`config.mk`:
```
export PLATFORM = sky130hd
export DESIGN_NAME = dsf_status_flags
export DESIGN_NICKNAME = d
export VERILOG_FILES = /design/src/dsf_pkg.sv /design/src/dsf_status_flags.sv
export VERILOG_INCLUDE_DIRS = /design/src
export SDC_FILE = /design/constraint.sdc
export NUM_CORES = 1
export LEC_CHECK = 0
export ABC_AREA = 0
export BUFFER_PORTS_ARGS = -buffer_cell sky130_fd_sc_hd__buf_2
export CAP_MARGIN = 20
export CORE_UTILIZATION = 44
export CTS_CLUSTER_DIAMETER = 100
export DETAILED_ROUTE_END_ITERATION = 8
export PLACE_DENSITY_LB_ADDON = 0.05
export SLEW_MARGIN = 0
export SYNTH_ARGS = -nofsm -noshare
export SYNTH_HDL_FRONTEND = slang
export SYNTH_SLANG_ARGS = --single-unit
```
`constraint.sdc`:
```
create_clock -name ref_clk -period 1.2 [get_ports ref_clk]
set_input_delay 0.06 -clock ref_clk [delete_from_list [all_inputs] [get_ports ref_clk]]
set_output_delay 0.06 -clock ref_clk [all_outputs]
set_load 0.02 [all_outputs]
```
`src/dsf_defines.svh`:
```
// Function
// - Bit 0 of register 0x000C reads 1 while the whole device is calibrating.
// - Bit 2 of register 0x000C reads 1 while the reference input signal is insufficient.
// - Bit 3 of register 0x000C reads 1 while the reference input is not locked.
// - Bit 5 of register 0x000C reads 1 while a management-bus timeout is indicated.
// - Bit 5 of register 0x000F reads 1 while the main PLL is calibrating.
// - A sticky flag sets when its indicator shows a fault and holds until software clears it.
// - Writing 0 to a sticky flag clears it only when its indicator is no longer asserted.
// - System calibration, signal loss and lock error flags sit at bits 0, 2 and 3 of 0x0011.
// - The bus timeout flag sits at bit 5 of 0x0011 with the same set and clear behaviour.
// - Each flag has a mask bit, 0 lets it drive the interrupt and 1 blocks it, reset to 0.
// - The active-low interrupt stays low until every unmasked set flag has been cleared.
`ifndef DSF_DEFINES_SVH
`define DSF_DEFINES_SVH

// ----------------------------------------------------------------
// Register indices, byte address is four times the index
// ----------------------------------------------------------------
`define DSF_IDX_LIVE_A   8'h0c
`define DSF_IDX_LIVE_B   8'h0f
`define DSF_IDX_FLAG_A   8'h11
`define DSF_IDX_FLAG_B   8'h14
`define DSF_IDX_MASK_A   8'h17
`define DSF_IDX_MASK_B   8'h1a

// ----------------------------------------------------------------
// Bit positions inside the data byte
// ----------------------------------------------------------------
`define DSF_BIT_SYSCAL   0
`define DSF_BIT_REFLOS   2
`define DSF_BIT_LOCKERR  3
`define DSF_BIT_TMOUT    5
`define DSF_BIT_PLLCAL   5

// ----------------------------------------------------------------
// Slots in the internal flag vector
// ----------------------------------------------------------------
`define DSF_N_FLAGS      5
`define DSF_SL_SYSCAL    0
`define DSF_SL_REFLOS    1
`define DSF_SL_LOCKERR   2
`define DSF_SL_TMOUT     3
`define DSF_SL_PLLCAL    4

// ----------------------------------------------------------------
// Reset values
// ----------------------------------------------------------------
`define DSF_RST_FLAGS    5'h00
`define DSF_RST_MASK     5'h00
`define DSF_RST_BYTE     8'h00
`define DSF_MIN_ADDR_W   7

`endif

```
`src/dsf_pkg.sv`:
```
package dsf_pkg;
   typedef logic [7:0] dsf_byte_t;
   typedef logic [4:0] dsf_vec_t;
endpackage

```
`src/dsf_status_flags.sv`:
```
// Our own choice: the strobed register port.
`timescale 1ns/100ps
`default_nettype none
`include "dsf_defines.svh"

module dsf_status_flags
#(
   parameter int ADDR_W = 8
)
(
   input  wire logic              ref_clk,
   input  wire logic              reset,
   input  wire logic [ADDR_W-1:0] addr,
   input  wire dsf_pkg::dsf_byte_t wdata,
   input  wire logic              wr_en,
   input  wire logic              rd_en,
   output var  dsf_pkg::dsf_byte_t rdata,
   input  wire logic              system_calibrating,
   input  wire logic              reference_signal_lost,
   input  wire logic              reference_lock_error,
   input  wire logic              bus_timeout_seen,
   input  wire logic              pll_calibrating,
   output var  logic              interrupt_out_n
);
   import dsf_pkg::*;

   generate
      if (ADDR_W < `DSF_MIN_ADDR_W)
      begin : g_chk
         $error("ADDR_W too small for the register map");
      end
   endgenerate

   // ----------------------------------------------------------------
   // Map sanity
   // ----------------------------------------------------------------
   // A moved bit must still fit its byte, and DSF_IDX_MASK_B must still fit the address space
   generate
      if ($bits(dsf_vec_t) != `DSF_N_FLAGS)
      begin : g_chk_vec
         $error("flag vector width differs from flag count");
      end
      if ((`DSF_BIT_SYSCAL >= $bits(dsf_byte_t)) || (`DSF_BIT_REFLOS >= $bits(dsf_byte_t))
          || (`DSF_BIT_LOCKERR >= $bits(dsf_byte_t)))
      begin : g_chk_bit_a
         $error("register A bit outside the data byte");
      end
      if ((`DSF_BIT_TMOUT >= $bits(dsf_byte_t)) || (`DSF_BIT_PLLCAL >= $bits(dsf_byte_t)))
      begin : g_chk_bit_b
         $error("timeout or pll bit outside the data byte");
      end
      if ((`DSF_IDX_MASK_B << 2) >= (1 << ADDR_W))
      begin : g_chk_top
         $error("highest register beyond the address space");
      end
   endgenerate

   // ----------------------------------------------------------------
   // Indicator synchronisers
   // ----------------------------------------------------------------
   // Monitors run on their own clocks, so every indicator is resynced
   dsf_vec_t sync1_q;
   dsf_vec_t sync2_q;
   dsf_vec_t sync1_d;
   dsf_vec_t sync2_d;
   dsf_vec_t raw;
   dsf_vec_t live;

   assign raw[`DSF_SL_SYSCAL]  = system_calibrating;
   assign raw[`DSF_SL_REFLOS]  = reference_signal_lost;
   assign raw[`DSF_SL_LOCKERR] = reference_lock_error;
   assign raw[`DSF_SL_TMOUT]   = bus_timeout_seen;
   assign raw[`DSF_SL_PLLCAL]  = pll_calibrating;
   assign live = sync2_q;

   always_comb
   begin
      sync1_d = raw;
      sync2_d = sync1_q;
   end

   always_ff @(posedge ref_clk or posedge reset)
   begin
      if (reset)
      begin
         sync1_q <= `DSF_RST_FLAGS;
         sync2_q <= `DSF_RST_FLAGS;
      end
      else
      begin
         sync1_q <= sync1_d;
         sync2_q <= sync2_d;
      end
   end

   // ----------------------------------------------------------------
   // Address decode
   // ----------------------------------------------------------------
   logic [ADDR_W-3:0] idx;
   logic              aligned;
   logic              hit_live_a;
   logic              hit_live_b;
   logic              hit_flag_a;
   logic              hit_flag_b;
   logic              hit_mask_a;
   logic              hit_mask_b;

   assign idx        = addr[ADDR_W-1:2];
   assign aligned    = (addr[1:0] == 2'h0);
   assign hit_live_a = aligned && (idx == (ADDR_W-2)'(`DSF_IDX_LIVE_A));
   assign hit_live_b = aligned && (idx == (ADDR_W-2)'(`DSF_IDX_LIVE_B));
   assign hit_flag_a = aligned && (idx == (ADDR_W-2)'(`DSF_IDX_FLAG_A));
   assign hit_flag_b = aligned && (idx == (ADDR_W-2)'(`DSF_IDX_FLAG_B));
   assign hit_mask_a = aligned && (idx == (ADDR_W-2)'(`DSF_IDX_MASK_A));
   assign hit_mask_b = aligned && (idx == (ADDR_W-2)'(`DSF_IDX_MASK_B));

   // ----------------------------------------------------------------
   // Write strobes per register
   // ----------------------------------------------------------------
   // Live registers get no strobe, so writes to them are dropped
   logic wr_flag_a;
   logic wr_flag_b;
   logic wr_mask_a;
   logic wr_mask_b;

   assign wr_flag_a = wr_en && hit_flag_a;
   assign wr_flag_b = wr_en && hit_flag_b;
   assign wr_mask_a = wr_en && hit_mask_a;
   assign wr_mask_b = wr_en && hit_mask_b;

   // ----------------------------------------------------------------
   // Per-flag clear requests and mask write values
   // ----------------------------------------------------------------
   dsf_vec_t clr_req;
   dsf_vec_t mask_wr;
   dsf_vec_t mask_val;

   always_comb
   begin
      clr_req  = `DSF_RST_FLAGS;
      mask_wr  = `DSF_RST_FLAGS;
      mask_val = `DSF_RST_FLAGS;
      if (wr_flag_a)
      begin
         // Only a written 0 asks for a clear, a 1 is ignored
         clr_req[`DSF_SL_SYSCAL]  = !wdata[`DSF_BIT_SYSCAL];
         clr_req[`DSF_SL_REFLOS]  = !wdata[`DSF_BIT_REFLOS];
         clr_req[`DSF_SL_LOCKERR] = !wdata[`DSF_BIT_LOCKERR];
         clr_req[`DSF_SL_TMOUT]   = !wdata[`DSF_BIT_TMOUT];
      end
      if (wr_flag_b)
      begin
         clr_req[`DSF_SL_PLLCAL] = !wdata[`DSF_BIT_PLLCAL];
      end
      if (wr_mask_a)
      begin
         mask_wr[`DSF_SL_SYSCAL]   = 1'b1;
         mask_wr[`DSF_SL_REFLOS]   = 1'b1;
         mask_wr[`DSF_SL_LOCKERR]  = 1'b1;
         mask_wr[`DSF_SL_TMOUT]    = 1'b1;
         mask_val[`DSF_SL_SYSCAL]  = wdata[`DSF_BIT_SYSCAL];
         mask_val[`DSF_SL_REFLOS]  = wdata[`DSF_BIT_REFLOS];
         mask_val[`DSF_SL_LOCKERR] = wdata[`DSF_BIT_LOCKERR];
         mask_val[`DSF_SL_TMOUT]   = wdata[`DSF_BIT_TMOUT];
      end
      if (wr_mask_b)
      begin
         mask_wr[`DSF_SL_PLLCAL]  = 1'b1;
         mask_val[`DSF_SL_PLLCAL] = wdata[`DSF_BIT_PLLCAL];
      end
   end

   // ----------------------------------------------------------------
   // Sticky flags and masks
   // ----------------------------------------------------------------
   dsf_vec_t flag_q;
   dsf_vec_t flag_d;
   dsf_vec_t clr_ok;
   dsf_vec_t mask_q;
   dsf_vec_t mask_d;

   genvar gi;
   generate
      for (gi = 0; gi < `DSF_N_FLAGS; gi++)
      begin : g_flag
         // A clear only counts once the synced indicator has dropped
         assign clr_ok[gi] = clr_req[gi] && !live[gi];
         // Set wins: a live fault keeps the flag up whatever is written
         assign flag_d[gi] = live[gi] || (flag_q[gi] && !clr_ok[gi]);
         assign mask_d[gi] = mask_wr[gi] ? mask_val[gi] : mask_q[gi];
      end
   endgenerate

   always_ff @(posedge ref_clk or posedge reset)
   begin
      if (reset)
      begin
         flag_q <= `DSF_RST_FLAGS;
      end
      else
      begin
         flag_q <= flag_d;
      end
   end

   always_ff @(posedge ref_clk or posedge reset)
   begin
      if (reset)
      begin
         mask_q <= `DSF_RST_MASK;
      end
      else
      begin
         mask_q <= mask_d;
      end
   end

   // ----------------------------------------------------------------
   // Register byte views
   // ----------------------------------------------------------------
   // Unused bit positions stay 0 so software sees a clean byte
   dsf_byte_t live_a_byte;
   dsf_byte_t live_b_byte;
   dsf_byte_t flag_a_byte;
   dsf_byte_t flag_b_byte;
   dsf_byte_t mask_a_byte;
   dsf_byte_t mask_b_byte;

   always_comb
   begin
      live_a_byte = `DSF_RST_BYTE;
      live_b_byte = `DSF_RST_BYTE;
      flag_a_byte = `DSF_RST_BYTE;
      flag_b_byte = `DSF_RST_BYTE;
      mask_a_byte = `DSF_RST_BYTE;
      mask_b_byte = `DSF_RST_BYTE;
      live_a_byte[`DSF_BIT_SYSCAL]  = live[`DSF_SL_SYSCAL];
      live_a_byte[`DSF_BIT_REFLOS]  = live[`DSF_SL_REFLOS];
      live_a_byte[`DSF_BIT_LOCKERR] = live[`DSF_SL_LOCKERR];
      live_a_byte[`DSF_BIT_TMOUT]   = live[`DSF_SL_TMOUT];
      live_b_byte[`DSF_BIT_PLLCAL]  = live[`DSF_SL_PLLCAL];
      flag_a_byte[`DSF_BIT_SYSCAL]  = flag_q[`DSF_SL_SYSCAL];
      flag_a_byte[`DSF_BIT_REFLOS]  = flag_q[`DSF_SL_REFLOS];
      flag_a_byte[`DSF_BIT_LOCKERR] = flag_q[`DSF_SL_LOCKERR];
      flag_a_byte[`DSF_BIT_TMOUT]   = flag_q[`DSF_SL_TMOUT];
      flag_b_byte[`DSF_BIT_PLLCAL]  = flag_q[`DSF_SL_PLLCAL];
      mask_a_byte[`DSF_BIT_SYSCAL]  = mask_q[`DSF_SL_SYSCAL];
      mask_a_byte[`DSF_BIT_REFLOS]  = mask_q[`DSF_SL_REFLOS];
      mask_a_byte[`DSF_BIT_LOCKERR] = mask_q[`DSF_SL_LOCKERR];
      mask_a_byte[`DSF_BIT_TMOUT]   = mask_q[`DSF_SL_TMOUT];
      mask_b_byte[`DSF_BIT_PLLCAL]  = mask_q[`DSF_SL_PLLCAL];
   end

   // ----------------------------------------------------------------
   // Read data
   // ----------------------------------------------------------------
   dsf_byte_t rdata_q;
   dsf_byte_t rdata_d;

   always_comb
   begin
      rdata_d = `DSF_RST_BYTE;
      if (rd_en)
      begin
         if (hit_live_a)
         begin
            rdata_d = live_a_byte;
         end
         if (hit_live_b)
         begin
            rdata_d = live_b_byte;
         end
         if (hit_flag_a)
         begin
            rdata_d = flag_a_byte;
         end
         if (hit_flag_b)
         begin
            rdata_d = flag_b_byte;
         end
         if (hit_mask_a)
         begin
            rdata_d = mask_a_byte;
         end
         if (hit_mask_b)
         begin
            rdata_d = mask_b_byte;
         end
      end
   end

   always_ff @(posedge ref_clk or posedge reset)
   begin
      if (reset)
      begin
         rdata_q <= `DSF_RST_BYTE;
      end
      else
      begin
         rdata_q <= rdata_d;
      end
   end

   // ----------------------------------------------------------------
   // Interrupt
   // ----------------------------------------------------------------
   dsf_vec_t pending;
   logic     irq_n_q;
   logic     irq_n_d;

   // Masked flags still read back, they only stop driving the pin
   generate
      for (gi = 0; gi < `DSF_N_FLAGS; gi++)
      begin : g_pend
         assign pending[gi] = flag_q[gi] && !mask_q[gi];
      end
   endgenerate

   always_comb
   begin
      // Low while any unmasked flag is up, one cycle behind the flags
      irq_n_d = !(|pending);
   end

   always_ff @(posedge ref_clk or posedge reset)
   begin
      if (reset)
      begin
         irq_n_q <= 1'b1;
      end
      else
      begin
         irq_n_q <= irq_n_d;
      end
   end

   assign rdata           = rdata_q;
   assign interrupt_out_n = irq_n_q;

endmodule
`default_nettype wire

```
==> results of run 1 <==
## repair_timing
item / 4_1_cts / 5_1_grt
gates resized for setup: 0 / 5
hold buffers: 9 / 0
pin swaps: 0 / 3
setup buffers: 0 / 0
hold endpoints to repair: 32 / 0
setup endpoints to repair: 1 / 8
## logic make-up (layout without fill, tap and decap cells)
kind of cell	after synthesis	in the layout	share of synthesized area
AO/OA/AOI/OAI	18	18	0.122
AND/OR/NAND/NOR	33	33	0.204
multiplexers	5	5	0.0507
flip-flops	25	25	0.565
buffers and inverters	12	56	0.0552
other	1	4	0.00338
## power groups by stage
| stage | clock, mW | sequential, mW | combinational (mW) |
|---|---|---|---|
| 2_1_floorplan | 0 | 0.894 | 0.0852 |
| 3_3_place_gp | 0 | 0.898 | 0.145 |
| 3_5_place_dp | 0 | 0.900 | 0.148 |
| 4_1_cts | 0.388 | 0.884 | 0.170 |
| 5_1_grt | 0.421 | 0.886 | 0.195 |
| 6_report | 0.371 | 0.883 | 0.176 |
## registers in the layout (all words and copies together) (netlist names)
register	flops
flag_q	5
mask_q	5
sync1_q	5
rdata	4
live	5
interrupt_out_n	1
## metrics by stage
step / setup slack (ns) / setup TNS (ns) / utilization
global route: -0.155 / -0.253 / 0.652
floorplan: -0.249 / -2.27 / -
CTS: -0.0901 / -0.0901 / 0.641
detailed placement: -0.354 / -4.10 / 0.589
finish: -0.0882 / -0.0882 / 0.652
global placement: -0.335 / -4.07 / 0.589
## layout make-up
class                      instances  share of cell area
multi-input combinational         60               0.307
timing repair buffer              47               0.220
inverter                           5              0.0125
clock inverter                     1             0.00334
tap                               28              0.0234
clock buffer                       3              0.0150
sequential                        25               0.419
## cell usage in the layout (no fill, tap or decap), types with 2 or more instances in the layout
cell and count:
buf_4 12, buf_6 3, a21oi_1 3, nand2b_1 3
a22oi_1 3, nor2_1 2, nor3_1 2, clkbuf_4 3
inv_1 5, nand3b_1 5, nor2b_1 2, o22ai_1 2
dfrtp_1 24, a21o_1 5, mux2_2 4, conb_1 4
nand2_1 7, dlygate4sd3_1 9, buf_2 23
## layer usage
layer / up-vias / part of all wire
met5: - / 0
li1: 420 / -
met1: 403 / 0.45
met3: 4 / 0.039
met2: 34 / 0.49
met4: 0 / 0.020
## synth_stat cells
cell / instances / area [um^2]
dfrtp_1: 24 / 601
nand2_1: 7 / 26.3
a21o_1: 5 / 37.5
inv_1: 5 / 18.8
nand3b_1: 5 / 37.5
buf_4: 4 / 30.0
mux2_2: 4 / 45.0
a21oi_1: 3 / 15.0
a22oi_1: 3 / 22.5
nand2b_1: 3 / 18.8
clkbuf_1: 2 / 7.51
nor2_1: 2 / 7.51
nor2b_1: 2 / 12.5
nor3_1: 2 / 10.0
o22ai_1: 2 / 12.5
a2111o_1: 1 / 11.3
a221o_1: 1 / 10.0
and3_1: 1 / 6.26
and4_1: 1 / 8.76
buf_2: 1 / 5.00
conb_1: 1 / 3.75
dfstp_2: 1 / 26.3
mux2_1: 1 / 11.3
nand3_1: 1 / 5.00
nand4_2: 1 / 12.5
nand4b_1: 1 / 8.76
nor2_2: 1 / 6.26
nor3_2: 1 / 10.0
nor3b_1: 1 / 7.51
nor4_4: 1 / 21.3
o2111ai_1: 1 / 8.76
o211ai_2: 1 / 12.5
o21ai_1: 1 / 5.00
or3_1: 1 / 6.26
or4b_1: 1 / 10.0
or4bb_1: 1 / 11.3
## worst register-to-register path: cells and delay by family, from the launching register on
family | cells | cell delay (ns)
DFF | 1 | 0.38
AOI/OAI and AO/OA | 3 | 0.76
and+or+nand+nor | 1 | 0.08
## how the worst max path moves through the flow
stage	start	cells past startpoint	end	slack (ns)
after floorplan	addr[7]	5	rdata[5]	-0.25
after global placement	addr[7]	6	flag_q[1]	-0.33
after detailed placement	addr[7]	5	rdata[5]	-0.35
after CTS	flag_q[3]	4	rdata[5]	-0.09
after global routing	flag_q[3]	4	rdata[5]	-0.16
final	flag_q[3]	4	rdata[5]	-0.09
==> impl_results.md, run 1 <==
- Status: finished with violations
- Violated checks: setup timing
- Placer Congestion: 0.899
- Max-slew violation count: 0
- Clock Sinks: 25
- Syn. warnings: 0
- Number of non-filler instances in the completed layout: 169
- Crit-path slowest cell: dfrtp_1
- Final period util: 1.07
- TritonCTS buffer count: 3
- CTS tree: built
- Placed Cells: 156
- Setup Skew: 0.00435 ns
- Met3 GRT Util: 0.0435
- Startpoint types: register
- Die Ht: 52.2 um
- Htree depth: 1
- Flop2flop setup slack: -0.09 ns
- CP peak stage delay: 0.38 ns
- Vias: 861
- IO Pins: 34
- Row count: 17
- Worst EP required: roughly 1.5 ns
- Clock power frac: 0.259
- Number of max-cap violations: 0
- Worst path bufs/invs: 0
- GR Util met1: 0.270
- Peak supply drop: 0.882 mV
- Final setup vio count: 1
- Drt via density: 5.09
- Reg-to-Reg End: rdata[5]
- Clk_lat worst skew: 0.32 ns
- Psw: 0.348 mW
- GR Util met2: 0.310
- Hold Crit Start: rd_en
- DP HPWL: 1680 um
- Endpoint, Worst Hold: rdata[5]
- Pwr Density: 955 nW/um^2
- Post-synthesis instance total: 94
- Final Worst Setup Slack: -0.0882 ns
- WL/cell: 13.2 um
- Placed Instance Area: 1350 um^2
- R2R cell count: 4
- Endpoint class of the critical path: register
- Hold Path Depth: 3
- Starting Density: 0.483
- Max Freq: 0.776 GHz
- Critical Path AT: 1.54 ns
- Detail Route Antenna Nets: 0
- Mean post-synth cell area: approximately 12 um^2
- Remaining Overflow, GRT: 0
- Worst R2R Start: flag_q[3]
- Leakage power: about 0.71 nW
- Final #Nets: 167
- Worst-path cell chain: nand3b_1 > a2111o_1 > a221o_1 > o211ai_2
- Layout cell share with drive strength beyond 1: 0.383
- Share of the yosys chip area belonging to registers: 0.565
- # diodes: 0
- Cell-internal power: about 1.1 mW
- Die area: about 2700 um^2
- Routed WL: 2240 um
- TritonRoute pass-1 iters: 4
- Clock Path Buffers: 2
- Minimum clock period: 1.29 ns
- FF+latch area: 627 um^2
- Hold Fails Final Rpt: 0
- Clk slew on worst S/H paths: about 0.13 ns
- Area growth syn-to-layout: 34.9%
- Cell Area, Synth: 1110 um^2
- Drc violations: 0
- Unrepaired setup endpoints after global routing: yes
- Core Box Area: 2300 um^2
- Initial antenna violation count: 0
- DR iter-0 viols: 19
- Root Driver: clkbuf_4
- Max FO, Critical Path: 2
- GRT Total Usage: 0.201
- Unique masters post-synth: 36
- Pwr Total: 1.43 mW
- FF+latch count, synth: 25
- Multi-input logic area: 460 um^2
- First-pass GRT wire length: approximately 3800 um
- Sw frac: 0.243
- WHS: roughly 0.0037 ns
- Sequential Power Share: 0.617
- Hold Crit Class: in2reg
- Kind of critical path: reg2reg
- Delay-heaviest family, CP: compound AO/OA/AOI/OAI gates
- Comb pwr share: 0.123
- IO Port Bufs: 25
- Largest net degree at the start of global routing: 26
- GRT busiest layer: met2
- Fillers: approximately 180
- Vias in the first global route: 821
- Die Wd: 52.2 um
- Post-route design area: roughly 1500 um^2
Power figures use the tool's default switching activity.
==> run 2: changes to the inputs <==
==> constraint.sdc (replaced) <==
create_clock -name ref_clk -period 1.2 [get_ports ref_clk]
set_input_delay 0 -clock ref_clk [delete_from_list [all_inputs] [get_ports ref_clk]]
set_output_delay 0 -clock ref_clk [all_outputs]
set_load 0.05 [all_outputs]
==> run 2 against run 1 <==
The flow still finishes with violations (setup timing). Fmax is 0.46% lower. Highest routed layer unchanged. Worst hold slack better by 0.041 ns. Die area is the same. Clock skew hardly changed. Sequential cell count unchanged. Critical endpoint unchanged. Clock power grew 7.0%. Worst setup slack worse by 0.0059 ns. Utilization grew 0.71 points. Global-route usage is 0.45 points lower. Power up 3.2%. First-iteration DRC count is 32% lower. Sequential share of layout area shrank 0.45 points. Critical path type unchanged.
==> impl_results.md, run 2 (synthesis results as in run 1) <==
- Routed WL: 2200 um (was 2240 um)
- Htree depth: 1 (unchanged)
- Drt via density: 5.13 (was 5.09)
- Commonest non-fill, non-tap cells in the layout: buf_2 (25), dfrtp_1 (24), buf_4 (14) (was dfrtp_1 (24), buf_2 (23), buf_4 (12))
- Final #Nets: 170 (was 167)
- Startpoint types: register (unchanged)
- Drc violations: 0 (unchanged)
- Violated checks: setup timing (unchanged)
- Row count: 17 (unchanged)
- Sw frac: 0.258 (was 0.243)
- Final setup vio count: 1 (unchanged)
- Critical Path AT: 1.56 ns (was 1.54 ns)
- IO Pins: 34 (unchanged)
- Status: finished with violations (unchanged)
- Comb pwr share: 0.133 (was 0.123)
- Detail Route Antenna Nets: 0 (unchanged)
- Number of non-filler instances in the completed layout: 172 (was 169)
- Worst R2R Start: flag_q[3] (unchanged)
- Setup_tns: -0.0941 ns (was -0.0882 ns)
- Flop2flop setup slack: -0.09 ns (about the same)
- TritonRoute pass-1 iters: 4 (unchanged)
- GR Util met1: 0.249 (was 0.270)
- Root Driver: clkbuf_4 (unchanged)
- Setup Skew: 0.00457 ns (was 0.00435 ns)
- Starting Density: 0.483 (unchanged)
- Cell-internal power: 1.10 mW (was 1.08 mW)
- Post-route design area: 1510 um^2 (was 1500 um^2)
- Hold Fails Final Rpt: 0 (unchanged)
- Placed Instance Area: 1360 um^2 (was 1350 um^2)
- Hold Crit Class: in2reg (unchanged)
- Setup bufs post-CTS: 0 (unchanged)
- TritonCTS buffer count: 3 (unchanged)
- CTS tree: built (unchanged)
- Max Freq: 0.773 GHz (was 0.776 GHz)
- Fillers: 202 (was 184)
- Peak supply drop: 0.954 mV (was 0.882 mV)
- R2R cell count: 4 (unchanged)
- Vias in the first global route: 861 (was 821)
- Endpoint class of the critical path: register (unchanged)
- Remaining Overflow, GRT: 0 (unchanged)
- Pwr Density: 976 nW/um^2 (was 955 nW/um^2)
- Layout cell share with drive strength beyond 1: 0.382 (was 0.383)
- Clk_lat worst skew: 0.33 ns (was 0.32 ns)
- Max-slew violation count: 0 (unchanged)
- GR Util met2: 0.318 (was 0.310)
- GRT Total Usage: 0.197 (was 0.201)
- GRT busiest layer: met2 (unchanged)
- Commonest non-fill, non-tap cell in the layout: buf_2 (was dfrtp_1)
- Vias: 883 (was 861)
- Final Worst Setup Slack: -0.0941 ns (was -0.0882 ns)
- IO Port Bufs: 25 (unchanged)
- Die Ht: 52.2 um (unchanged)
- # diodes: 0 (unchanged)
- Kind of critical path: reg2reg (unchanged)
- Clock power frac: 0.269 (was 0.259)
- Area growth syn-to-layout: 36.4% (was 34.9%)
- Core Box Area: 2300 um^2 (unchanged)
- Minimum clock period: 1.29 ns (about the same)
- Sequential Power Share: 0.598 (was 0.617)
- Die Wd: 52.2 um (unchanged)
- Met3 GRT Util: 0.0522 (was 0.0435)
- DR iter-0 viols: 13 (was 19)
- Hold Path Depth: 3 (unchanged)
- Leakage power: 0.718 nW (was 0.712 nW)
- Placed Cells: 157 (was 156)
- Largest net degree at the start of global routing: 26 (unchanged)
- Initial antenna violation count: 0 (unchanged)
- Max FO, Critical Path: 2 (unchanged)
- Die area: 2730 um^2 (unchanged)
- First-pass GRT wire length: 3780 um (was 3800 um)
- Pre-CTS WS: -0.287 ns (was -0.354 ns)
- Placer Congestion: 0.917 (was 0.899)
- Hold Crit Start: wr_en (was rd_en)
- Clk slew on worst S/H paths: 0.14 ns (was 0.13 ns)
- Final period util: 1.08 (was 1.07)
- Clock Path Buffers: 2 (unchanged)
- Reg-to-Reg End: rdata[5] (unchanged)
- Clock Sinks: 25 (unchanged)
- Unrepaired setup endpoints after global routing: yes (unchanged)
- Worst EP required: 1.46 ns (was 1.45 ns)
- Number of max-cap violations: 0 (unchanged)
- DP HPWL: 1680 um (about the same)
- Psw: 0.382 mW (was 0.348 mW)
- Endpoint, Worst Hold: flag_q[3] (was rdata[5])
- WL/cell: 12.8 um (was 13.2 um)
[run 2: area by class of cell]
class	instances	area (um^2)	share of cell area
inverter	5	18.8	0.0124
tap	28	35.0	0.0231
sequential	25	627	0.414
multi-input combinational	60	462	0.305
clock buffer	3	22.5	0.0149
timing repair buffer	50	340	0.225
clock inverter	1	8.76	0.00579
[run 2: critical path, cell delays in order (launching register included)]
cell      delay (ns)
dfrtp_1         0.38
nand3b_1        0.09
a2111o_1        0.37
a221o_1         0.33
o211ai_2        0.06
[run 2: worst max path at each step]
| stage | startpoint | endpoint | cells past startpoint |
|---|---|---|---|
| floorplan | addr[7] | rdata[5] | 5 |
| finish | flag_q[3] | rdata[5] | 4 |
| CTS | flag_q[3] | rdata[5] | 4 |
| global placement | addr[7] | flag_q[1] | 6 |
| detailed placement | addr[7] | rdata[5] | 5 |
| global route | flag_q[3] | rdata[5] | 4 |
[run 2: power groups by stage]
stage	registers (mW)	clock network (mW)	logic [mW]
after detailed placement	0.899	0	0.168
final	0.883	0.397	0.197
after global placement	0.898	0	0.165
after floorplan	0.895	0	0.102
after global routing	0.886	0.458	0.216
after CTS	0.883	0.423	0.196
[run 2: metal layers]
layer | vias up | wire length, um
met2 | 26 | 1060
met3 | 5 | 91
met1 | 423 | 1010
met4 | 0 | 38
met5 | - | 0
li1 | 429 | -
[run 2: timing repair]
action                     CTS  global route
setup endpoints to repair    1             2
hold buffers                11             0
hold endpoints to repair    39             0
pin swaps                    0             0
resized for setup            0             2
[run 2: metrics by stage]
stage | util | hold slack (ns) | total power [mW]
3_3_place_gp | 0.593 | 0.0586 | 1.06
4_1_cts | 0.654 | 0.0335 | 1.50
6_report | 0.659 | 0.0443 | 1.48
5_1_grt | 0.659 | 0.0381 | 1.56
3_5_place_dp | 0.593 | 0.0654 | 1.07
2_1_floorplan | - | 0.0266 | 0.996
